File: config.mk
export PLATFORM = sky130hd
export DESIGN_NAME = tbe_burst_encoder
export DESIGN_NICKNAME = d
export VERILOG_FILES = /design/src/logic/tbe_pkg.sv /design/src/logic/tbe_burst_encoder.sv
export SDC_FILE = /design/constraint.sdc
export NUM_CORES = 1
export LEC_CHECK = 0
export BUFFER_PORTS_ARGS = -buffer_cell sky130_fd_sc_hd__buf_2
export CORE_MARGIN = 2
export CORE_UTILIZATION = 35
export DETAILED_ROUTE_END_ITERATION = 12
export GPL_ROUTABILITY_DRIVEN = 0
export PLACE_DENSITY = 0.48
export SYNTH_ARGS = -nofsm -noshare
export SYNTH_HDL_FRONTEND = slang
export SYNTH_SLANG_ARGS = --single-unit
File: constraint.sdc
create_clock -name clk_sys_in -period 4.8 [get_ports clk_sys_in]
set_input_delay 1.2 -clock clk_sys_in [delete_from_list [all_inputs] [get_ports clk_sys_in]]
set_output_delay 1.2 -clock clk_sys_in [all_outputs]
set_load 0.1 [all_outputs]
File: src/logic/tbe_pkg.sv
// tbe_pkg: constants, types and tables for the tdma burst encoder.
// assumes a 10 MHz system clock and a symbol period of eight system clocks.
package tbe_pkg;

	// buffer geometry
	localparam int WORD_BITS = 11;
	localparam int BUF_DEPTH = 64;
	localparam int ADDR_W = 6;
	localparam int BITCNT_W = 10;
	localparam logic [3:0] WORD_BITS_C = 4'hB;
	localparam logic [3:0] WORD_LAST_BIT = 4'hA;
	localparam logic [BITCNT_W-1:0] BIT_MAX = 10'h2C0;

	// timing: symbol period in ns, cycles derived from the clock period
	localparam int CLK_PERIOD_NS = 100;
	localparam int SYM_PERIOD_NS = 800;
	localparam int SYM_CYC = SYM_PERIOD_NS / CLK_PERIOD_NS;
	localparam logic [2:0] SYM_LAST = 3'(SYM_CYC - 1);

	// steps inside one symbol period
	localparam logic [2:0] STEP_MSB = 3'h0;
	localparam logic [2:0] STEP_NSB = 3'h1;
	localparam logic [2:0] STEP_CODE = 3'h2;
	localparam logic [2:0] STEP_FORM = 3'h3;
	localparam logic [2:0] STEP_OUT = 3'h4;
	localparam logic [2:0] STEP_CLK = 3'h5;

	// burst framing
	localparam logic [6:0] PRE_LAST = 7'h3F;
	localparam logic [6:0] PRE_ALT_END = 7'h20;
	localparam logic [6:0] UW_LAST = 7'h05;
	localparam logic [BITCNT_W-1:0] TERM_BITS = 10'h010;
	localparam logic [3:0] TERM_SYM_LAST = 4'h7;

	// tones and reset values
	localparam logic [3:0] LOWEST_TONE_SYMBOL = 4'h0;
	localparam logic [3:0] HIGHEST_TONE_SYMBOL = 4'hF;
	localparam logic [3:0] SYM_RESET = 4'h0;
	localparam logic [5:0] ENC_RESET = 6'h00;

	// rate 1/2 constraint 7 generators (octal 171 and 133)
	localparam logic [6:0] ENC_G1 = 7'h79;
	localparam logic [6:0] ENC_G2 = 7'h5B;

	// unique word table, four patterns of six tones; values arbitrary
	localparam logic [3:0] UW_TABLE [4][6] = '{
		'{4'h8, 4'h0, 4'h8, 4'h8, 4'h0, 4'h0},
		'{4'h0, 4'h8, 4'h0, 4'h0, 4'h8, 4'h8},
		'{4'h8, 4'h8, 4'h0, 4'h8, 4'h0, 4'h8},
		'{4'h0, 4'h0, 4'h8, 4'h0, 4'h8, 4'h8}
	};

	typedef enum logic [4:0] {
		TBE_IDLE = 5'b00001,
		TBE_CAPT = 5'b00010,
		TBE_PRE = 5'b00100,
		TBE_UW = 5'b01000,
		TBE_DATA = 5'b10000
	} tbe_state_e;

	typedef struct packed {
		logic [1:0] direct;
		logic [1:0] coded;
	} tbe_symbol_s;

endpackage

File: src/logic/tbe_burst_encoder.sv
// tbe_burst_encoder: captures serial burst data into a buffer and emits
// preamble, unique word and coded data symbols to the modulator.
// assumes ser_clk_in, ser_data_in, burst_cmd_in and uw_sel_in are asynchronous pins.
`timescale 1ns/1ps
`default_nettype none

module tbe_burst_encoder
	import tbe_pkg::*;
(
	input wire logic clk_sys_in,
	input wire logic rstn_in,
	input wire logic ser_clk_in,
	input wire logic ser_data_in,
	input wire logic burst_cmd_in,
	input wire logic [1:0] uw_sel_in,
	output logic [3:0] sym_out,
	output logic sym_clk_out,
	output logic ready_out
);

	// parity of the tapped encoder register
	function automatic logic conv_bit(input logic [6:0] taps, input logic [6:0] gen);
		return ^(taps & gen);
	endfunction

	// phase difference from previous point to current point, modulo sixteen
	function automatic logic [3:0] phase_diff(input logic [3:0] cur, input logic [3:0] prev);
		return 4'(cur - prev);
	endfunction

	// two-flop synchronisers for every pin, one lane per bit
	localparam int SYNC_W = 5;
	logic [SYNC_W-1:0] pin_raw;
	logic [SYNC_W-1:0] sync1_q;
	logic [SYNC_W-1:0] sync2_q;
	logic [2:0] edge_q;
	assign pin_raw = {uw_sel_in, burst_cmd_in, ser_data_in, ser_clk_in};
	genvar gi;
	generate
		for (gi = 0; gi < SYNC_W; gi++)
		begin : g_sync
			always_ff @(posedge clk_sys_in)
			begin
				if (!rstn_in)
				begin
					sync1_q[gi] <= 1'b0;
					sync2_q[gi] <= 1'b0;
				end
				else
				begin
					sync1_q[gi] <= pin_raw[gi];
					sync2_q[gi] <= sync1_q[gi];
				end
			end
		end
	endgenerate

	// edge detection looks only at the second stage and its delayed copy
	always_ff @(posedge clk_sys_in)
	begin
		if (!rstn_in)
			edge_q <= 3'h0;
		else
			edge_q <= sync2_q[2:0];
	end

	logic ser_rise;
	logic ser_dat;
	logic cmd_rise;
	logic cmd_fall;
	assign ser_rise = sync2_q[0] & ~edge_q[0];
	assign ser_dat = sync2_q[1];
	assign cmd_rise = sync2_q[2] & ~edge_q[2];
	assign cmd_fall = ~sync2_q[2] & edge_q[2];

	tbe_state_e state_q;
	tbe_state_e state_d;
	logic [2:0] cnt_q;
	logic [6:0] idx_q;
	logic [BITCNT_W-1:0] rem_q;
	logic [1:0] phase;
	logic sym_end;
	assign phase = idx_q[1:0];
	assign sym_end = (cnt_q == SYM_LAST);

	// burst sequencer
	always_comb
	begin
		state_d = state_q;
		case (state_q)
			TBE_IDLE: if (cmd_rise) state_d = TBE_CAPT;
			TBE_CAPT: if (cmd_fall) state_d = TBE_PRE;
			TBE_PRE: if (sym_end && idx_q == PRE_LAST) state_d = TBE_UW;
			TBE_UW: if (sym_end && idx_q == UW_LAST) state_d = TBE_DATA;
			TBE_DATA: if (sym_end && rem_q == '0) state_d = TBE_IDLE;
			default: state_d = TBE_IDLE;
		endcase
	end

	always_ff @(posedge clk_sys_in)
	begin
		if (!rstn_in)
			state_q <= TBE_IDLE;
		else
			state_q <= state_d;
	end

	// capture: shift register, holding register and buffer write
	logic [WORD_BITS-1:0] ram [BUF_DEPTH];
	logic [WORD_BITS-1:0] shift_q;
	logic [WORD_BITS-1:0] hold_q;
	logic [3:0] bcnt_q;
	logic wr_req_q;
	logic [ADDR_W-1:0] wr_addr_q;
	logic [BITCNT_W-1:0] total_q;

	always_ff @(posedge clk_sys_in)
	begin
		if (!rstn_in)
		begin
			shift_q <= '0;
			hold_q <= '0;
			bcnt_q <= 4'h0;
			wr_req_q <= 1'b0;
			wr_addr_q <= '0;
			total_q <= '0;
		end
		else
		begin
			wr_req_q <= 1'b0;
			if (wr_req_q)
				wr_addr_q <= wr_addr_q + 1'b1;
			if (state_q == TBE_IDLE && cmd_rise)
			begin
				bcnt_q <= 4'h0;
				wr_addr_q <= '0;
				total_q <= '0;
			end
			else if (state_q == TBE_CAPT && cmd_fall)
			begin
				// a partial last word is left aligned, unused bits zero
				if (bcnt_q != 4'h0)
				begin
					hold_q <= shift_q << (WORD_BITS_C - bcnt_q);
					wr_req_q <= 1'b1;
				end
			end
			else if (state_q == TBE_CAPT && ser_rise && total_q != BIT_MAX)
			begin
				shift_q <= {shift_q[WORD_BITS-2:0], ser_dat};
				total_q <= total_q + 1'b1;
				if (bcnt_q == WORD_LAST_BIT)
				begin
					hold_q <= {shift_q[WORD_BITS-2:0], ser_dat};
					wr_req_q <= 1'b1;
					bcnt_q <= 4'h0;
				end
				else
					bcnt_q <= bcnt_q + 1'b1;
			end
		end
	end

	// buffer memory has no reset; only written words are ever read
	always_ff @(posedge clk_sys_in)
	begin
		if (wr_req_q)
			ram[wr_addr_q] <= hold_q;
	end

	// symbol timing: step counter and symbol index
	logic tx;
	assign tx = (state_q == TBE_PRE) || (state_q == TBE_UW) || (state_q == TBE_DATA);

	always_ff @(posedge clk_sys_in)
	begin
		if (!rstn_in)
		begin
			cnt_q <= 3'h0;
			idx_q <= 7'h00;
		end
		else if (!tx)
		begin
			cnt_q <= 3'h0;
			idx_q <= 7'h00;
		end
		else
		begin
			cnt_q <= sym_end ? 3'h0 : cnt_q + 1'b1;
			if (sym_end)
				idx_q <= (state_d != state_q) ? 7'h00 : idx_q + 1'b1;
		end
	end

	// buffer bit reader, most significant bit of each word first
	logic [ADDR_W-1:0] rd_addr_q;
	logic [3:0] rd_off_q;
	logic [WORD_BITS-1:0] rd_word;
	logic rd_bit;
	logic term_q;
	logic pull_now;
	assign rd_word = ram[rd_addr_q];
	assign rd_bit = (rem_q != '0) ? rd_word[4'(WORD_LAST_BIT - rd_off_q)] : 1'b0;
	assign pull_now = (state_q == TBE_DATA) && ((cnt_q == STEP_MSB) || (cnt_q == STEP_NSB)
		|| (cnt_q == STEP_CODE && phase != 2'h3 && !term_q));

	always_ff @(posedge clk_sys_in)
	begin
		if (!rstn_in)
		begin
			rd_addr_q <= '0;
			rd_off_q <= 4'h0;
			rem_q <= '0;
		end
		else if (state_q == TBE_PRE)
		begin
			rd_addr_q <= '0;
			rd_off_q <= 4'h0;
			rem_q <= total_q;
		end
		else if (pull_now && rem_q != '0)
		begin
			rem_q <= rem_q - 1'b1;
			rd_off_q <= (rd_off_q == WORD_LAST_BIT) ? 4'h0 : rd_off_q + 1'b1;
			if (rd_off_q == WORD_LAST_BIT)
				rd_addr_q <= rd_addr_q + 1'b1;
		end
	end

	// symbol assembly, convolutional encoder and current/previous registers
	logic [5:0] enc_q;
	tbe_symbol_s part_q;
	tbe_symbol_s a_q;
	tbe_symbol_s b_q;
	logic [3:0] term_cnt_q;
	logic code_in;
	logic [6:0] taps;
	assign code_in = term_q ? 1'b0 : rd_bit;
	assign taps = {code_in, enc_q};

	always_ff @(posedge clk_sys_in)
	begin
		if (!rstn_in)
		begin
			enc_q <= ENC_RESET;
			part_q <= '0;
			a_q <= '0;
			b_q <= '0;
			term_q <= 1'b0;
			term_cnt_q <= 4'h0;
		end
		else if (state_q == TBE_PRE)
		begin
			// every burst starts from a known encoder and phase point
			enc_q <= ENC_RESET;
			a_q <= '0;
			b_q <= '0;
			term_q <= 1'b0;
			term_cnt_q <= 4'h0;
		end
		else if (state_q == TBE_DATA)
		begin
			case (cnt_q)
				STEP_MSB:
				begin
					part_q.direct[1] <= rd_bit;
					if (phase == 2'h0 && rem_q <= TERM_BITS)
						term_q <= 1'b1;
				end
				STEP_NSB: part_q.direct[0] <= rd_bit;
				STEP_CODE:
				begin
					if (phase != 2'h3)
					begin
						part_q.coded <= {conv_bit(taps, ENC_G1), conv_bit(taps, ENC_G2)};
						enc_q <= {enc_q[4:0], code_in};
					end
					else
						part_q.coded <= 2'h0;
				end
				STEP_FORM:
				begin
					a_q <= part_q;
					b_q <= a_q;
				end
				SYM_LAST: if (term_q) term_cnt_q <= term_cnt_q + 1'b1;
				default: ;
			endcase
		end
	end

	// output register and symbol clock; clock rises after the symbol settles
	logic [1:0] uw_pick_q;
	logic [3:0] sym_q;
	logic sym_clk_q;
	logic ready_q;

	always_ff @(posedge clk_sys_in)
	begin
		if (!rstn_in)
		begin
			uw_pick_q <= 2'h0;
			sym_q <= SYM_RESET;
			sym_clk_q <= 1'b0;
			ready_q <= 1'b0;
		end
		else
		begin
			if (state_q == TBE_CAPT && cmd_fall)
				uw_pick_q <= sync2_q[4:3];
			sym_clk_q <= tx && (cnt_q >= STEP_CLK);
			ready_q <= (state_d == TBE_IDLE) || (state_d == TBE_CAPT);
			if (tx && cnt_q == STEP_OUT)
			begin
				case (state_q)
					TBE_PRE: sym_q <= (idx_q < PRE_ALT_END && idx_q[0]) ?
						HIGHEST_TONE_SYMBOL : LOWEST_TONE_SYMBOL;
					TBE_UW: sym_q <= UW_TABLE[uw_pick_q][3'(idx_q)];
					TBE_DATA: sym_q <= phase_diff(a_q, b_q);
					default: sym_q <= SYM_RESET;
				endcase
			end
		end
	end

	assign sym_out = sym_q;
	assign sym_clk_out = sym_clk_q;
	assign ready_out = ready_q;
endmodule // tbe_burst_encoder

`default_nettype wire

==> results.md <==
* Status: completed
* CP Launch Type: register
* Post-route insts no fill at 3416
* Slew HR at 20.4%
* Vias in the first global route at ~18000
* Tot GR Track Use at 18.7%
* Initial Util at 35.3%
* Max Root-Sink Buffers at 3
* Worst vdd ir at approximately 0.00029 V
* Hold crit path type: register to register
* Placed insts at ~3200
* Slew Viols, Final at 0
* Cts bufs inserted at 89
* Clock Skew at approximately 34 ps
* Total grt overflow at 0
* Crit path capture type: register
* Seq/Total Area, Yosys at 70.2%
* Number of core rows at 113
* Root Driver: clkbuf_16
* Crit path max fanout at 32
* Register bit total from synthesis at 827
* First-pass GRT wire length at about 130000 µm
* Setup TNS at 0 ps
* Die X at 314 µm
* DIE AREA at 98500 µm²
* Post-synth top flop: edfxtp_1
* Post-synth ARST share at 0%
* LEAKAGE at 10.2 nW
* Worst-path clk slew at 60 ps
* WP data arrival at approximately 4500 ps
* Drt total wl at just over 90000 µm
* Post-layout util at around 40%
* RSZ-0062 raised after global routing: false
* Slew at the pin with the worst max-slew slack at around 1200 ps
* Nets at 2107
* Largest net degree at the start of global routing at 66
* Post-route clock period utilization at 83.6%
* Number of post-CTS setup repair buffers at 0
* WP data required at 5300 ps
* IO Port Bufs at 12
* CP Class: register to register
* CTS HTree Levels at 3
* Antenna-violating nets left at 0
* Syn Area/Cell at ~17 µm²
* Pwr dens at 379 nW/µm²
* Hold Vio Cnt, Final at 0
* Unique masters post-synth at 83
* Placeable Area at 95200 µm²
* F_max at 249 MHz
* Setup violations, final at 0
* WL/cell at 26.9 µm
* Max Cap Viol at 0
* CTS tree: yes
* Clk Latency, worst-skew pair at 670 ps
* Post-synth EDFFs at 704
* Iter 0 DRT Violations at ~2000
* Drt pass-1 iters at 5
* Hold-fix buffers, CTS at 0
* Initial antenna violation count at 4
* I/O Pins at 13
* Ys Warns at 0
* Clk sinks at roughly 830
* Post-CTS sizing at 0
* Mapped Nets at 2035
* Min-Delay Startpoint: sync1_q[1]
* DP HPWL at approximately 57000 µm
* Via count at 18500
* Gate Count Post-Synth at 2002
* Drt drc at 0
* Layout Area Growth over Synthesis at 13.8%
* Final worst slack at 789 ps
* Vias per cell at 5.42
* Layout cells sized above 1 at roughly 21%
* Mapped Area at 33600 µm²
* Die height at around 310 µm
* Tmin final at around 4000 ps
* Worst slack, placed at between 800 and 900 ps
placed cells by master, fill, tap and decap left out, drive strengths merged, types with 18 or more instances in the layout:
cell type and instances:
xnor2 19, mux4 157, nand2 147, clkinv 40
clkbuf 111, a21oi 56, inv 27, dfxtp 123
xor2 18, mux2i 64, ha 25, a21boi 23
nor2 134, and2 19, nor2b 21, a22oi 45
edfxtp 704, buf 95, nor3 36, nand3 48
o21ai 35
area by class of cell:
class                   instances  area (µm²)
flip-flops and latches        827       23600
clock buffers                 111        2420
clock inverters                53         470
well taps                    1265        1580
inverters                      25        93.8
multi-input cells            1036        9290
repair buffers                 95         758
diodes                          4        10.0
fillers                      8542       56900
synthesized netlist by cell type (10+ instances only):
master      n  area (µm²)
a22oi_1    45         338
nor3_1     35         175
or3_1      11        68.8
o211a_1    12         120
a21boi_0   22         165
nand4_1    15        93.8
edfxtp_1  704       21100
ha_1       25         313
dfxtp_1   123        2460
inv_1      25        93.8
nor2b_1    20         125
mux4_1     26         683
mux2_2     12         135
nor2_1    132         495
mux4_2    131        2950
buf_4      15         113
nand2b_1   13        81.3
clkbuf_1   53         199
xnor2_1    19         166
buf_2      17        85.1
mux2i_1    64         641
and2_1     18         113
a21oi_1    56         280
nand2_1   147         552
nand3_1    47         235
xor2_1     18         158
buf_6      14         158
a31oi_1    10        62.6
o21ai_0    33         165
layer usage:
layer,up-vias,track usage [%],part of all wire [%]
met4,0,5.42,2.4
met5,-,0,0
met2,627,29.6,47
met1,9696,26.0,44
met3,127,3.83,6.6
li1,8073,-,-
through the flow:
| step | power [mW] | instance area (µm²) | hold WS (ps) |
|---|---|---|---|
| detailed placement | 7.87 | 35400 | 422 |
| finish | 14.5 | 38300 | 435 |
| global route | 14.9 | 38300 | 452 |
| global placement | 7.87 | 35400 | 415 |
| CTS | 14.7 | 38300 | 435 |
| floorplan | 7.86 | 33600 | 412 |
registers in the layout, summed over array words and instances (netlist names), 2 cells and up, named ones only:
signal / flops
ram: 704
hold_q: 11
shift_q: 11
rem_q: 10
total_q: 10
idx_q: 7
enc_q: 6
rd_addr_q: 6
wr_addr_q: 6
state_q: 5
sync1_q: 5
a_q: 4
b_q: 4
bcnt_q: 4
part_q: 4
rd_off_q: 4
sym_out: 4
sync2_q: 4
cnt_q: 3
edge_q: 2
uw_pick_q: 2
cells by family (layout without fill, tap and decap cells):
logic type | after synthesis | count (layout) | share of synthesized area [%]
AOI/OAI and AO/OA | 254 | 254 | 5.34
xor gates and xnor gates | 37 | 37 | 0.964
adders and majority gates | 26 | 26 | 0.990
buffers and inverters | 139 | 284 | 2.51
DFF | 827 | 827 | 70.2
muxes | 233 | 233 | 13.1
other | 0 | 4 | 0
and+or+nand+nor | 486 | 486 | 6.87
critical path, cell delays in order (launching register included):
cell      delay [ps]
dfxtp_4          800
buf_12           330
mux4_2           550
a22o_1           250
a221oi_1         590
nor3_1           120
nor4_1           270
nor3_1           110
o31ai_4          380
a211oi_4         130
mux2i_1          170
nor2_1            50
worst paths after layout:
check,endpoint,slack (ps),cells after the start
worst max-delay path,enc_q[0],790,11
worst min register to register,ser_dat,430,1
worst max register to register,enc_q[0],790,11
worst min-delay path,ser_dat,430,1
where the power goes:
part	switching [mW]	internal [mW]
registers	0.00204	7.68
clock network	2.86	3.91
logic	0.0232	0.00959
Power figures use the tool's default switching activity.
